[src/tas_pkg.sv]
`default_nettype none
package tas_pkg;
  // register map
  localparam logic [7:0]  TAS_ALERT_ADDR  = 8'h02;
  localparam logic [15:0] TAS_ALERT_RESET = 16'h0000;
  // bit positions in the alert status word
  localparam int TAS_BIT_CHK_FAIL   = 7;
  localparam int TAS_BIT_RISE_STATE = 6;
  localparam int TAS_BIT_RISE_FLAG  = 5;
  localparam int TAS_BIT_UPPER_ST   = 4;
  localparam int TAS_BIT_LOWER_ST   = 3;
  localparam int TAS_BIT_UPPER_FLAG = 2;
  localparam int TAS_BIT_LOWER_FLAG = 1;
  localparam int TAS_BIT_NEW_DATA   = 0;
  // threshold words carry a 14-bit value in bits 15:2
  localparam int TAS_LIM_LSB = 2;
  localparam logic [1:0] TAS_LIM_PAD = 2'h0;

  // one completed conversion
  typedef struct packed {
    logic        valid;
    logic [15:0] temp;
    logic [15:0] slew;
  } tas_conv_t;

  // current limit settings, all in register word format
  typedef struct packed {
    logic [15:0] upper_threshold;
    logic [15:0] lower_threshold;
    logic [15:0] upper_hysteresis;
    logic [15:0] lower_hysteresis;
    logic [15:0] slew_threshold;
  } tas_limits_t;

  // outcome of a checksum protected write
  typedef struct packed {
    logic done;
    logic fail;
  } tas_chk_t;
endpackage
`default_nettype wire

[src/tas_alert.sv]
`default_nettype none
module tas_alert
  import tas_pkg::*;
(
  // clock and reset
  input  wire logic        sys_clk,
  input  wire logic        nrst,
  // register access from the serial engine
  input  wire logic [7:0]  reg_addr,
  input  wire logic        reg_rd,
  output logic      [15:0] reg_rdata,
  // conversion results and limits
  input  wire tas_conv_t   conv,
  input  wire tas_limits_t limits,
  // checksum control
  input  wire logic        chk_enable,
  input  wire logic        bus_stop,
  input  wire tas_chk_t    chk,
  output logic             write_discard,
  // live status word
  output logic      [15:0] alert_state
);

  // where the reserved upper byte starts, and how many flags are sticky
  localparam int TAS_RSV_LSB  = 8;
  localparam int TAS_N_STICKY = 5;
  // sign bits added when a 16-bit word is widened to 18 bits
  localparam int TAS_EXT_W    = 2;
  // flag positions, in the order of the set vector further down
  localparam int TAS_STICKY_POS [TAS_N_STICKY] = '{TAS_BIT_NEW_DATA, TAS_BIT_LOWER_FLAG, TAS_BIT_UPPER_FLAG,
                                                   TAS_BIT_RISE_FLAG, TAS_BIT_CHK_FAIL};

  // status register and the word it loads next
  logic [15:0]             alert_state_r;
  logic [15:0]             alert_state_nxt;
  // checksum arming, crossing re-arm and slew history
  logic                    chk_armed_r;
  logic                    upper_armed_r;
  logic                    lower_armed_r;
  logic                    rise_prev_r;
  // registered outputs towards the serial engine
  logic [15:0]             reg_rdata_r;
  logic                    discard_r;
  // next values of the sticky flags, one per entry of the position table
  logic [TAS_N_STICKY-1:0] sticky_nxt;

  // sign extension of the result and limit words
  wire logic [1:0]         temp_sx  = {TAS_EXT_W{conv.temp[15]}};
  wire logic [1:0]         up_sx    = {TAS_EXT_W{limits.upper_threshold[15]}};
  wire logic [1:0]         lo_sx    = {TAS_EXT_W{limits.lower_threshold[15]}};
  // hysteresis is unsigned, so it is widened with zeros
  wire logic [1:0]         hys_pad  = 2'h0;

  // limits on the result scale: one limit step is four result steps, so the
  // 14-bit value keeps its place in the word and only gains sign bits on top;
  // shifting it further would make every limit four times too large
  wire logic signed [17:0] up_thr   = {up_sx, limits.upper_threshold[15:TAS_LIM_LSB], TAS_LIM_PAD};
  wire logic signed [17:0] lo_thr   = {lo_sx, limits.lower_threshold[15:TAS_LIM_LSB], TAS_LIM_PAD};
  wire logic signed [17:0] up_hys   = {hys_pad, limits.upper_hysteresis[15:TAS_LIM_LSB], TAS_LIM_PAD};
  wire logic signed [17:0] lo_hys   = {hys_pad, limits.lower_hysteresis[15:TAS_LIM_LSB], TAS_LIM_PAD};
  wire logic signed [17:0] temp_w   = {temp_sx, conv.temp};

  // release points; 18 bits leave room for a wide hysteresis without wrap
  wire logic signed [17:0] up_rel   = up_thr - up_hys;
  wire logic signed [17:0] lo_rel   = lo_thr + lo_hys;

  // limit compares, all off while the limits are inverted or equal
  wire logic               lim_ok   = up_thr > lo_thr;
  wire logic               above_up = lim_ok && (temp_w > up_thr);
  wire logic               below_ur = lim_ok && (temp_w < up_rel);
  wire logic               below_lo = lim_ok && (temp_w < lo_thr);
  wire logic               above_lr = lim_ok && (temp_w > lo_rel);

  // slew compare: only non-negative rates count, a falling temperature never trips it
  wire logic signed [13:0] slew_v   = conv.slew[15:TAS_LIM_LSB];
  wire logic signed [13:0] slew_thr = limits.slew_threshold[15:TAS_LIM_LSB];
  wire logic               slew_pos = !slew_v[13];
  wire logic               rise_now = slew_pos && (slew_v > slew_thr);

  // event terms; all but the checksum term move only when a conversion completes
  wire logic ev        = conv.valid;
  wire logic up_set_ev = ev && above_up && upper_armed_r;
  wire logic up_clr_ev = ev && below_ur && alert_state_r[TAS_BIT_UPPER_ST];
  wire logic lo_set_ev = ev && below_lo && lower_armed_r;
  wire logic lo_clr_ev = ev && above_lr && alert_state_r[TAS_BIT_LOWER_ST];
  wire logic rise_ev   = ev && (rise_now != rise_prev_r);
  // a failing write counts only once a stop has armed the checking
  wire logic chk_ev    = chk.done && chk.fail && chk_armed_r;

  // register decode: a read of the status address is the only clear
  wire logic addr_hit  = (reg_addr == TAS_ALERT_ADDR);
  wire logic rd_clr    = reg_rd && addr_hit;

  // set vector of the sticky flags, ordered as the position table
  wire logic [TAS_N_STICKY-1:0] sticky_set = {chk_ev, rise_ev, up_set_ev | up_clr_ev, lo_set_ev | lo_clr_ev, ev};

  // sticky flags: a read clears, a set in the same cycle wins so that an
  // event landing on the read edge is reported by the next read
  for (genvar gi = 0; gi < TAS_N_STICKY; gi++) begin : g_sticky
    assign sticky_nxt[gi] = sticky_set[gi] | (alert_state_r[TAS_STICKY_POS[gi]] & ~rd_clr);
  end

  // live bits, reloaded only when a conversion completes
  wire logic upper_st_hold = alert_state_r[TAS_BIT_UPPER_ST];
  wire logic lower_st_hold = alert_state_r[TAS_BIT_LOWER_ST];
  // between the limit and its release point the bit keeps its value
  wire logic upper_st_new  = above_up ? 1'b1 : ((below_ur || !lim_ok) ? 1'b0 : upper_st_hold);
  wire logic lower_st_new  = below_lo ? 1'b1 : ((above_lr || !lim_ok) ? 1'b0 : lower_st_hold);
  wire logic upper_st_nxt  = ev ? upper_st_new : upper_st_hold;
  wire logic lower_st_nxt  = ev ? lower_st_new : lower_st_hold;
  wire logic rise_st_nxt   = ev ? rise_now : alert_state_r[TAS_BIT_RISE_STATE];

  // re-arm points of the crossing flags: a set disarms, the release point re-arms
  wire logic upper_arm_nxt = up_set_ev ? 1'b0 : (below_ur ? 1'b1 : upper_armed_r);
  wire logic lower_arm_nxt = lo_set_ev ? 1'b0 : (above_lr ? 1'b1 : lower_armed_r);

  // read data holds until the next status read; other addresses leave it alone
  wire logic [15:0] rdata_nxt = rd_clr ? alert_state_r : reg_rdata_r;

  // next status word: reserved byte, sticky flags, live bits
  always_comb begin
    alert_state_nxt = alert_state_r;
    alert_state_nxt[15:TAS_RSV_LSB] = TAS_ALERT_RESET[15:TAS_RSV_LSB];
    for (int i = 0; i < TAS_N_STICKY; i++) begin
      alert_state_nxt[TAS_STICKY_POS[i]] = sticky_nxt[i];
    end
    alert_state_nxt[TAS_BIT_RISE_STATE] = rise_st_nxt;
    alert_state_nxt[TAS_BIT_UPPER_ST]   = upper_st_nxt;
    alert_state_nxt[TAS_BIT_LOWER_ST]   = lower_st_nxt;
  end

  // status register
  always_ff @(posedge sys_clk or negedge nrst) begin
    if (!nrst) begin
      alert_state_r <= TAS_ALERT_RESET;
    end else begin
      alert_state_r <= alert_state_nxt;
    end
  end

  // re-arm tracking for the crossing flags and slew history
  // both crossing flags start armed so the first crossing after reset counts
  always_ff @(posedge sys_clk or negedge nrst) begin
    if (!nrst) begin
      upper_armed_r <= 1'b1;
      lower_armed_r <= 1'b1;
      rise_prev_r   <= 1'b0;
    end else if (ev) begin
      upper_armed_r <= upper_arm_nxt;
      lower_armed_r <= lower_arm_nxt;
      rise_prev_r   <= rise_now;
    end
  end

  // checksum enable arms only at the stop that follows it
  // a change of the enable in mid transaction therefore has no effect yet
  always_ff @(posedge sys_clk or negedge nrst) begin
    if (!nrst) begin
      chk_armed_r <= 1'b0;
    end else if (bus_stop) begin
      chk_armed_r <= chk_enable;
    end
  end

  // read data register, loaded with the word as it stood before the clear
  always_ff @(posedge sys_clk or negedge nrst) begin
    if (!nrst) begin
      reg_rdata_r <= TAS_ALERT_RESET;
    end else begin
      reg_rdata_r <= rdata_nxt;
    end
  end

  // discard strobe, one cycle for each counted failing write
  always_ff @(posedge sys_clk or negedge nrst) begin
    if (!nrst) begin
      discard_r <= 1'b0;
    end else begin
      discard_r <= chk_ev;
    end
  end

  // outputs straight from their flip-flops
  assign reg_rdata     = reg_rdata_r;
  assign write_discard = discard_r;
  assign alert_state   = alert_state_r;

endmodule
`default_nettype wire

[config.mk]
export PLATFORM = sky130hd
export DESIGN_NAME = tas_alert
export DESIGN_NICKNAME = d
export VERILOG_FILES = /design/src/tas_pkg.sv /design/src/tas_alert.sv
export SDC_FILE = /design/constraint.sdc
export NUM_CORES = 1
export LEC_CHECK = 0
export ABC_AREA = 1
export ABC_CLOCK_PERIOD_IN_PS = 1150
export BUFFER_PORTS_ARGS = -buffer_cell sky130_fd_sc_hd__buf_2
export CORE_AREA = 5 5 99 101
export CTS_BUF_LIST = sky130_fd_sc_hd__clkbuf_8
export DETAILED_ROUTE_END_ITERATION = 7
export DIE_AREA = 0 0 104 106
export PLACE_DENSITY = 0.83
export SLEW_MARGIN = 10
export SYNTH_ARGS = -nofsm -noshare
export SYNTH_HDL_FRONTEND = slang
export SYNTH_SLANG_ARGS = --single-unit
[constraint.sdc]
create_clock -name sys_clk -period 1.15 [get_ports sys_clk]
set_clock_uncertainty 0.05 [all_clocks]
set_input_delay 0.0575 -clock sys_clk [delete_from_list [all_inputs] [get_ports sys_clk]]
set_output_delay 0.0575 -clock sys_clk [all_outputs]
set_load 0.05 [all_outputs]
==> summary.md, run 1 <==
| Metric | Value |
|---|---|
| Most common cell after layout, fill and taps aside | nand2_1 |
| Final HPWL DP | 11,400 um |
| Sequential-to-total area share from yosys stat | 0.111 |
| Mux cell area share after synthesis | 0 |
| Fraction of layout cells with a size suffix above 1 | 0.375 |
| Internal power | 2.86 mW |
| Number of synthesis warnings | 0 |
| Hold Path Stages | 3 |
| Gpl congestion | 0.938 |
| H-tree Lvls | 1 |
| CP delay by family, top | simple AND/OR/NAND/NOR gates |
| Fmax | 0.368 GHz |
| Tmin final | 2.71 ns |
| Final ANT Viol Nets | 0 |
| Remaining DRCs | 0 |
| Area after DPL | around 6300 um2 |
| Antenna violations before repair | 0 |
| Buf+Inv Stages, Crit Path | 6 |
| Gr ovfl total | 0 |
| Pwr per Cell Area | 762 nW/um2 |
| CP Class | input pin to register |
| GR Util All Layers | 0.238 |
| Max IR drop VDD | 569 uV |
| Final worst slack | -1.56 ns |
| CP max stage delay | roughly 0.36 ns |
| CTS tree | done |
| RSZ-0062 raised after global routing | true |
| Final Hold Viols | 0 |
| Largest net degree at the start of global routing | 21 |
| Gate Count Post-Synth | about 700 |
| Final Util | 0.763 |
| Commonest non-fill, non-tap cells in the layout | 152 x nand2_1, 123 x buf_4, 121 x buf_2, 108 x inv_1, 104 x ha_1 |
| Initial DRC Count | 250 |
| Longest Clk Path Bufs | 2 |
| Starting Density | 0.508 |
| Largest family of logic cells by synthesized area | adder cells |
| Placement Setup Slack | -1.64 ns |
| Slowest CP cell | fa_2 |
| Clk pwr share | 0.135 |
| Net Sw Power | 2.33 mW |
| Crit. End Element | register |
| Clock root cell | clkbuf_8 |
| Die Ht | approximately 110 um |
| Failing checks | setup timing |
| Netlist cell types | 40 |
| Most used DFF post-synth | dfrtp_1 |
| First-pass GRT wire length | ~23,000 um |
| Final setup violation count | 8 |
| Compound-gate portion of the synthesized area | 0.123 |
| Synth Area in XOR/XNOR | 0.0521 |
| Sequential share of power | 0.172 |
| Ys async rst share | 1.00 |
| Die area | around 11,000 um2 |
| Leakage | 4.05 nW |
| Run status | finished, violations left |
| Reg2reg path depth | 3 |
| Final Cell Area | 6810 um2 |
| Max Cap Violations | 0 |
| Fin nets | around 1,200 |
| Clock sinks | 20 |
| ANT cells | 0 |
| Worst Path Required | between 1 and 1.5 ns |
| Synthesized-area fraction occupied by adder cells | 0.329 |
| Yosys reg bits | 20 |
| Critical path's most frequent cell | nand2_1 |
| Vias in the first global route | 5,406 |
| Synth Area in Simple Gates | 0.252 |
| Die W | 104 um |
| Mapped Avg Cell Area | 6.64 um2 |
| WP depth | 25 |
| Worst EP arrival | 2.87 ns |
| Switching fraction of total power | 0.449 |
| Final total power | 5.19 mW |
| Core area | 8930 um2 |
| Worst-path clk slew | 0.08 ns |
| Io pins | 161 |
| Total CTS buffers | 3 |
| Num rows | 35 |
| Final Max Slew Viols | 0 |
| Comb power frac | 0.693 |
| Via Count | 5,541 |
| Synth-to-Final Area Change | 50.1% |
| EDFF count, synth | 0 |
| Via density | roughly 5.2 |
| Routed Wire Length | about 15,000 um |
| HP Class | input pin to register |
| Port Buffers | between 100 and 150 |
| Area of the mapped netlist | roughly 4500 um2 |
| Clk_lat worst skew | roughly 0.26 ns |
| Period utilization | 2.36 |
| Max FO, Critical Path | 2 |
| Critical Path Start Type | input pin |
| DR WL/cell | 14.1 um |
| DR pass1 iterations | 5 |
-- kinds of logic (layout without fill, tap and decap cells) --
logic type | after synthesis | after routing
other | 1 | 16
DFF | 20 | 20
buffers and inverters | 143 | 391
and+or+nand+nor | 272 | 272
AOI/OAI and AO/OA | 102 | 102
xor gates and xnor gates | 27 | 27
adders and majority gates | 118 | 118
-- final cells by class --
cell class | instances | area (um2)
fill | 586 | 2120
clock buffer | 3 | 41.3
multi-input combinational | 535 | 3860
sequential | 20 | 503
tap | 111 | 139
timing repair buffer | 262 | 1730
clock inverter | 1 | 30.0
inverter | 125 | 507
-- flip-flops by register name, summed over array words and instances, names as in the netlist --
| name | count |
|---|---|
| alert_state | 8 |
| upper_armed_r | 1 |
| chk_armed_r | 1 |
| reg_rdata | 8 |
| write_discard | 1 |
| lower_armed_r | 1 |
-- path summary, 6_finish.rpt --
| kind | start | endpoint | slack, ns |
|---|---|---|---|
| worst min-delay path | conv[32] | alert_state[5] | 0.08 |
| worst min register to register | reg_rdata[2] | reg_rdata[2] | 0.42 |
| worst max register to register | lower_armed_r | lower_armed_r | 0.17 |
| min in group asynchronous | nrst | alert_state[1] | 0.22 |
| worst max-delay path | limits[66] | upper_armed_r | -1.56 |
| max in group asynchronous | nrst | upper_armed_r | 0.49 |
-- power groups by stage --
stage	combinational (mW)	sequential, mW	clock (mW)
floorplan	1.85	1.04	0
global placement	3.05	0.887	0
detailed placement	3.16	0.889	0
CTS	3.32	0.881	0.699
global route	3.99	0.900	0.733
finish	3.60	0.894	0.700
-- cells in the mapped netlist, types with 5 or more instances --
library cell / number / area share
inv_2: 5 / 0.0041
buf_4: 17 / 0.028
inv_1: 120 / 0.099
nand4_1: 6 / 0.0083
a21oi_1: 58 / 0.064
nand3_1: 37 / 0.041
dfrtp_1: 18 / 0.099
o21ai_0: 20 / 0.022
ha_1: 116 / 0.32
nor2_1: 37 / 0.031
xor2_1: 13 / 0.025
nor3_1: 6 / 0.0066
nand2_1: 171 / 0.14
xnor2_1: 14 / 0.027
o21ai_1: 6 / 0.0066
-- metal layers --
metal / global-route usage / vias up / part of all wire
li1: - / 2722 / -
met1: 0.266 / 2498 / 0.38
met2: 0.448 / 242 / 0.49
met3: 0.0310 / 79 / 0.070
met4: 0.105 / 0 / 0.060
met5: 0 / - / 0
-- per-stage QoR --
step                      hold WS [ns]  setup TNS, ns  std cells
after floorplan                 -0.288          -8.10        698
final                           0.0826          -9.14       1057
after global routing            0.0794         -10.33       1057
after detailed placement       -0.0227         -13.01       1040
after global placement         -0.0338         -12.35       1040
after CTS                       0.0455          -7.66       1054
-- worst min-delay path, stage by stage --
cell,delay (ns)
buf_2,0.16
nand3_2,0.09
nand2_1,0.05
-- timing repair --
action,4_1_cts,5_1_grt
endpoints found under the setup margin,15,13
resized for setup,39,35
setup buffers,5,3
endpoints found under the hold margin,20,0
hold buffers,5,0
pin swaps,41,14
(Power assumes the default switching activity.)
==> run 2: changes to the inputs <==
Settings changed: ABC_CLOCK_PERIOD_IN_PS 1150 to 3450, CORE_AREA 5 5 99 101 to 5 5 96 98, DIE_AREA 0 0 104 106 to 0 0 101 103, PLACE_DENSITY 0.83 to 0.88.
Clock period 1.15 ns to 3.45 ns, I/O delays scaled along.
==> run 2 against run 1 <==
- the run now ends clean
- first-iteration DRC count is 36% lower
- clock power shrank 67%
- largest power group unchanged
- worst hold slack got worse by 0.017 ns
- highest routed layer unchanged
- critical endpoint is now lower_armed_r
==> summary.md, run 2 (synthesis gave the netlist of run 1 again) <==
| Metric | Value |
|---|---|
| Run status | completed (was finished, violations left) |
| Clock sinks | 20 (unchanged) |
| GR Util All Layers | 0.216 (was 0.238) |
| Port Buffers | 132 (unchanged) |
| Met2 GRT Util | 0.415 (was 0.448) |
| Clock root cell | clkbuf_8 (unchanged) |
| Starting Density | 0.542 (was 0.508) |
| Rel. slew slack | 0.664 |
| Crit. End Element | register (unchanged) |
| Max FO, Critical Path | 4 (was 2) |
| Final Util | 0.639 (was 0.763) |
| H-tree Lvls | 1 (unchanged) |
| Setup TNS | 0 ns (was -9.14 ns) |
| Final Hold Viols | 0 (unchanged) |
| Die W | 101 um (was 104 um) |
| CP Class | input pin to register (unchanged) |
| RSZ-0062 raised after global routing | false (was true) |
| Tmin final | about 3 ns |
| Setup Fix Bufs, Post-CTS | 0 (was 5) |
| Fin nets | 1,066 (was 1,193) |
| Final Max Slew Viols | 0 (unchanged) |
| Die area | 10,400 um2 (was 11,000 um2) |
| Worst Path Required | 3.59 ns (was 1.30 ns) |
| Leakage | 3.36 nW (was 4.05 nW) |
| Largest net degree at the start of global routing | 21 (unchanged) |
| Num rows | 34 (was 35) |
| Antenna violations before repair | 0 (unchanged) |
| Gpl congestion | 0.958 (was 0.938) |
| Pwr per Cell Area | 262 nW/um2 (was 762 nW/um2) |
| Most common cell after layout, fill and taps aside | nand2_1 (unchanged) |
| Via Count | 4,729 (was 5,541) |
| CTS tree | done (unchanged) |
| Final ANT Viol Nets | 0 (unchanged) |
| Commonest non-fill, non-tap cells in the layout | 171 x nand2_1, 132 x buf_2, 120 x inv_1, 116 x ha_1, 58 x a21oi_1 (was 152 x nand2_1, 123 x buf_4, 121 x buf_2, 108 x inv_1, 104 x ha_1) |
| Fmax | 0.341 GHz |
| First-pass GRT wire length | 18,700 um (was 22,500 um) |
| Period utilization | 0.849 |
| Total CTS buffers | 3 (unchanged) |
| Filler Cells Inserted | 745 (was 586) |
| Synth-to-Final Area Change | 18.0% (was 50.1%) |
| Final HPWL DP | 10,300 um (was 11,400 um) |
| Io pins | 161 (unchanged) |
| Core area | 8380 um2 (was 8930 um2) |
| Hold-fix buffers at CTS | 1 (was 5) |
| HP Class | input pin to register (unchanged) |
| Via density | 5.10 (was 5.24) |
| Reg area | 503 um2 (unchanged) |
| Remaining DRCs | 0 (unchanged) |
| Max Cap Violations | 0 (unchanged) |
| Max IR drop VDD | 131 uV (was 569 uV) |
| Top Usage Layer GRT | met2 (unchanged) |
| Post-CTS sizing | 0 (was 39) |
| DR pass1 iterations | 4 (was 5) |
| Multi-input logic area | 3490 um2 (was 3860 um2) |
| Hold WS | 0.0659 ns (was 0.0826 ns) |
| DR WL/cell | 12.3 um (was 14.1 um) |
| Fraction of layout cells with a size suffix above 1 | 0.190 (was 0.375) |
| Routed Wire Length | 11,400 um (was 15,000 um) |
| ANT cells | 0 (unchanged) |
| Critical Path Start Type | input pin (unchanged) |
| Worst slew pin tran | 0.503 ns |
| Initial DRC Count | 159 (was 250) |
| Longest Clk Path Bufs | 2 (unchanged) |
| Final setup violation count | 0 (was 8) |
| Worst EP arrival | 3.07 ns (was 2.87 ns) |
| Clk_lat worst skew | 0.26 ns (about the same) |
| Met3 Usage GRT | 0.0183 (was 0.0310) |
| Worst-path clk slew | 0.08 ns (about the same) |
| Die Ht | 103 um (was 106 um) |
| Gr ovfl total | 0 (unchanged) |
| Vias in the first global route | 4,614 (was 5,406) |
| Grt met1 use | 0.256 (was 0.266) |
## run 2: changes by cell type in the layout (fill, tap and decap cells not counted), sizes merged
cell and change:
clkbuf -1, dlygate4sd3 -4, buf -122
## run 2: per-layer routing
layer,up-vias,wire (um),part of all wire
li1,2471,-,-
met1,2097,4780,0.42
met2,143,5720,0.50
met3,18,708,0.062
met4,0,198,0.017
met5,-,0,0
## run 2: critical path: stages
cell	delay, ns
buf_2	0.12
ha_1	0.21
fa_1	0.40
a21oi_1	0.14
o21ai_1	0.10
nand2_1	0.07
nand2_1	0.13
a21o_1	0.22
nand2_1	0.06
nand2_1	0.06
xor2_1	0.15
ha_1	0.27
nand2_1	0.04
nor2_1	0.14
nand4_1	0.09
inv_1	0.08
nand2_1	0.07
nand3_1	0.07
nand3_1	0.15
nor2_2	0.15
nor2_1	0.05
nor2_1	0.11
## run 2: final timing paths
path / startpoint / endpoint / slack, ns / cells after the start
max: limits[50] / lower_armed_r / 0.52 / 22
min: bus_stop / chk_armed_r / 0.07 / 2
max reg2reg: lower_armed_r / lower_armed_r / 2.59 / 3
min reg2reg: reg_rdata[4] / reg_rdata[4] / 0.43 / 2
max in group asynchronous: nrst / upper_armed_r / 2.68 / 2
min in group asynchronous: nrst / reg_rdata[0] / 0.33 / 2
## run 2: report_power, final
part / switching [mW] / total (mW) / internal (mW)
sequential: 0.0234 / 0.296 / 0.272
clock: 0.0761 / 0.231 / 0.155
combinational: 0.539 / 0.877 / 0.338
## run 2: stage by stage
step	cell area, um2	std cells	power (mW)	setup slack (ns)
6_report	5350	927	1.40	0.521
5_1_grt	5350	927	1.55	0.238
4_1_cts	5350	927	1.40	0.526
3_5_place_dp	5270	922	1.17	0.294
3_3_place_gp	5270	922	1.14	0.345
2_1_floorplan	4590	698	0.942	0.731
## run 2: layout make-up
type,count,area share
well taps,108,0.0252
flip-flops and latches,20,0.0939
multi-input cells,535,0.652
clock buffers,3,0.00771
clock inverters,1,0.00561
repair buffers,135,0.128
inverters,125,0.0876
==> run 3: changes to the inputs <==
Settings changed: ABC_AREA 1 to 0, ABC_CLOCK_PERIOD_IN_PS 3450 to 2500, CORE_AREA 5 5 96 98 to 5 5 102 104, DIE_AREA 0 0 101 103 to 0 0 107 109, PLACE_DENSITY 0.88 to 0.78.
Clock period 3.45 ns to 2.5 ns, I/O delays scaled along.
==> run 3 against run 2 <==
- worst hold slack worse by 0.0093 ns
- wire length up 13%
- sequential share of layout area is 1.1 points lower
- cell area grew 13%
- clock power is 37% higher
- largest cell class unchanged
- setup slack got worse by 1.5 ns
- critical path type unchanged
- die area is 12% higher
- the run now ends with setup timing left
- first-iteration DRC count up 11%
==> summary.md, run 3 <==
| Metric | Value |
|---|---|
| Clock root cell | clkbuf_8 (unchanged) |
| R2r setup slk | 1.49 ns (was 2.59 ns) |
| Mux cell area share after synthesis | 0.0287 (was 0) |
| Run status | finished, violations left (was completed) |
| Fmax | 0.289 GHz |
| Synthesized-area fraction occupied by adder cells | 0.349 (was 0.329) |
| Remaining DRCs | 0 (unchanged) |
| ANT cells | 0 (unchanged) |
| Final Cell Area | 6040 um2 (was 5350 um2) |
| Max FO, Critical Path | 4 (unchanged) |
| Worst Path Required | 2.65 ns (was 3.59 ns) |
| R2R Path End | alert_state[2] (was lower_armed_r) |
| Filler Cells Inserted | 812 (was 745) |
| RSZ-0062 raised after global routing | true (was false) |
| Worst-path clk slew | 0.07 ns (was 0.08 ns) |
| Fin nets | 993 (was 1,066) |
| Clk_lat worst skew | 0.26 ns (about the same) |
| Most used DFF post-synth | dfrtp_1 (unchanged) |
| Worst slew pin tran | 0.668 ns (was 0.503 ns) |
| Io pins | 161 (unchanged) |
| Final ANT Viol Nets | 0 (unchanged) |
| Crit. End Element | register (unchanged) |
| Synth Area in XOR/XNOR | 0.0492 (was 0.0521) |
| CTS tree | done (unchanged) |
| H-tree Lvls | 1 (unchanged) |
| Post-synth top area cell | ha_1 (unchanged) |
| Commonest cells post-synth | 116 x ha_1, 70 x inv_1, 39 x a21oi_1 (was 171 x nand2_1, 120 x inv_1, 116 x ha_1) |
| Sequential-to-total area share from yosys stat | 0.118 (was 0.111) |
| Compound-gate portion of the synthesized area | 0.217 (was 0.123) |
| Commonest non-fill, non-tap cells in the layout | 129 x buf_2, 112 x ha_1, 101 x buf_4, 67 x inv_1, 32 x a21oi_1 (was 171 x nand2_1, 132 x buf_2, 120 x inv_1, 116 x ha_1, 58 x a21oi_1) |
| Antenna violations before repair | 0 (unchanged) |
| First-pass GRT wire length | 20,900 um (was 18,700 um) |
| Via density | 5.44 (was 5.10) |
| Routed Wire Length | 13,000 um (was 11,400 um) |
| Max IR drop VDD | 341 uV (was 131 uV) |
| Starting Density | 0.452 (was 0.542) |
| Failing checks | setup timing |
| HP Class | input pin to register (unchanged) |
| Fraction of layout cells with a size suffix above 1 | 0.379 (was 0.190) |
| Reg area | 503 um2 (unchanged) |
| Gpl congestion | 0.897 (was 0.958) |
| Largest net degree at the start of global routing | 21 (unchanged) |
| Final Hold Viols | 0 (unchanged) |
| Number of synthesis warnings | 0 (unchanged) |
| CP Class | input pin to register (unchanged) |
| Gate Count Post-Synth | 511 (was 683) |
| DR pass1 iterations | 4 (unchanged) |
| Top post-synthesis cells by area | ha_1 34%, dfrtp_1 11%, inv_1 6.2% (was ha_1 32%, nand2_1 14%, dfrtp_1 9.9%) |
| Final setup violation count | 6 (was 0) |
| Critical Path Source | limits[50] (unchanged) |
| Port Buffers | 132 (unchanged) |
| GR Util All Layers | 0.215 (was 0.216) |
| Vias in the first global route | 4,921 (was 4,614) |
| WP depth | 18 (was 22) |
| Clock sinks | 20 (unchanged) |
| Most common cell after layout, fill and taps aside | buf_2 (was nand2_1) |
| Area fraction of the dominant cell type after synthesis | 0.340 (was 0.320) |
| Count leader, synth | ha_1 (was nand2_1) |
| DR WL/cell | 15.1 um (was 12.3 um) |
| Area of the mapped netlist | 4270 um2 (was 4540 um2) |
| Pwr per Cell Area | 356 nW/um2 (was 262 nW/um2) |
| Via Count | 4,677 (was 4,729) |
| Buf+Inv Stages, Crit Path | 1 (was 2) |
| Inst Count DP | 838 (was 922) |
| Period utilization | 1.38 |
| Die Ht | 109 um (was 103 um) |
| Reg2reg path depth | 2 (was 3) |
| Leakage | 3.38 nW (was 3.36 nW) |
| Gr ovfl total | 0 (unchanged) |
| Worst EP arrival | 3.61 ns (was 3.07 ns) |
| Netlist cell types | 56 (was 40) |
| Rel. slew slack | 0.552 (was 0.664) |
| Largest family of logic cells by synthesized area | adder cells (unchanged) |
| Ys async rst share | 1.00 (unchanged) |
| Max Cap Violations | 0 (unchanged) |
| Final Util | 0.639 (about the same) |
| Total CTS buffers | 3 (unchanged) |
| RR Startpoint | alert_state[4] (was lower_armed_r) |
| Die area | 11,700 um2 (was 10,400 um2) |
| Longest Clk Path Bufs | 2 (unchanged) |
| Synth-to-Final Area Change | 41.5% (was 18.0%) |
| CP max stage delay | 0.34 ns (was 0.40 ns) |
| Final Max Slew Viols | 0 (unchanged) |
| Synth Area in Simple Gates | 0.145 (was 0.252) |
| Post-route insts no fill | 860 (was 927) |
| Slowest CP cell | fa_2 (was fa_1) |
| Final HPWL DP | 11,400 um (was 10,300 um) |
| Tmin final | 3.46 ns |
| Multi-input logic area | 3590 um2 (was 3490 um2) |
| Yosys reg bits | 20 (unchanged) |
| EDFF count, synth | 0 (unchanged) |
| Final worst slack | -0.958 ns (was 0.521 ns) |
| CP delay by family, top | compound AO/OA/AOI/OAI gates (was simple AND/OR/NAND/NOR gates) |
| Area after DPL | 5750 um2 (was 5270 um2) |
| Num rows | 36 (was 34) |
| Critical Path Start Type | input pin (unchanged) |
| Crit path cell chain | buf_8, ha_4, fa_2, a21o_1, a21oi_2, nor2b_2, o31ai_4, nand2b_1, a21oi_2, xor2_1, ha_1, and3_4, a221o_1, o211ai_1, a31oi_1, a211oi_2, and3_4, a221o_1 (was buf_2, ha_1, fa_1, a21oi_1, o21ai_1, nand2_1, nand2_1, a21o_1, nand2_1, nand2_1, xor2_1, ha_1, nand2_1, nor2_1, nand4_1, inv_1, nand2_1, nand3_1, nand3_1, nor2_2, nor2_1, nor2_1) |
| Die W | 107 um (was 101 um) |
| Mapped Avg Cell Area | 8.36 um2 (was 6.64 um2) |
| Core area | 9460 um2 (was 8380 um2) |
| CP endpoint | alert_state[1] (was lower_armed_r) |
| Initial DRC Count | 176 (was 159) |
==> run 3: power by group <==
part / switching (mW) / leakage [nW] / internal (mW)
registers: 0.0341 / 0.238 / 0.374
logic: 0.756 / 3.11 / 0.672
clock network: 0.102 / 0.0357 / 0.214
total: 0.893 / 3.38 / 1.26
==> run 3: how the worst min path moves through the flow <==
stage,startpoint,slack (ns),end,cells after the start
after floorplan,nrst,-0.22,alert_state[0],0
after global placement,nrst,0.02,write_discard,1
after detailed placement,nrst,0.03,chk_armed_r,1
after CTS,chk_enable,0.06,chk_armed_r,2
after global routing,chk_enable,0.06,chk_armed_r,2
final,chk_enable,0.06,chk_armed_r,2
==> run 3: cells by family (layout without fill, tap and decap cells) <==
group,Yosys count,count (layout)
AO/OA/AOI/OAI,141,141
AND/OR/NAND/NOR,108,108
flip-flops,20,20
multiplexers,11,11
XOR/XNOR,24,24
buffers and inverters,88,308
other,1,16
adder cells (fa/ha/maj),118,118
==> run 3: cell type report <==
cell class,instances,share of cell area
Multi-Input combinational cell,418,0.594
Tap cell,114,0.0236
Timing Repair Buffer,234,0.242
Sequential cell,20,0.0832
Inverter,70,0.0460
Clock buffer,3,0.00683
Clock inverter,1,0.00497
==> run 3: routing by layer <==
layer,track usage,routed length [um]
met5,0,0
met2,0.430,6840
met4,0.0776,402
met1,0.233,4960
met3,0.0189,747
==> run 3: timing repair <==
item,in CTS,in global routing
endpoints found under the setup margin,6,6
hold buffers,1,0
resized for setup,15,4
pin swaps,35,7
endpoints found under the hold margin,18,0
gates cloned,0,0
buffers inserted,14,3
==> run 3: metrics by stage <==
step / hold slack, ns / TNS (ns) / power (mW) / worst slack (ns)
after detailed placement: 0.0324 / -6.97 / 1.74 / -1.37
after CTS: 0.0583 / -4.20 / 2.13 / -0.911
after global routing: 0.0606 / -5.42 / 2.33 / -1.10
final: 0.0566 / -4.52 / 2.15 / -0.958
after floorplan: -0.221 / -3.92 / 1.26 / -0.847
after global placement: 0.0227 / -6.26 / 1.68 / -1.21
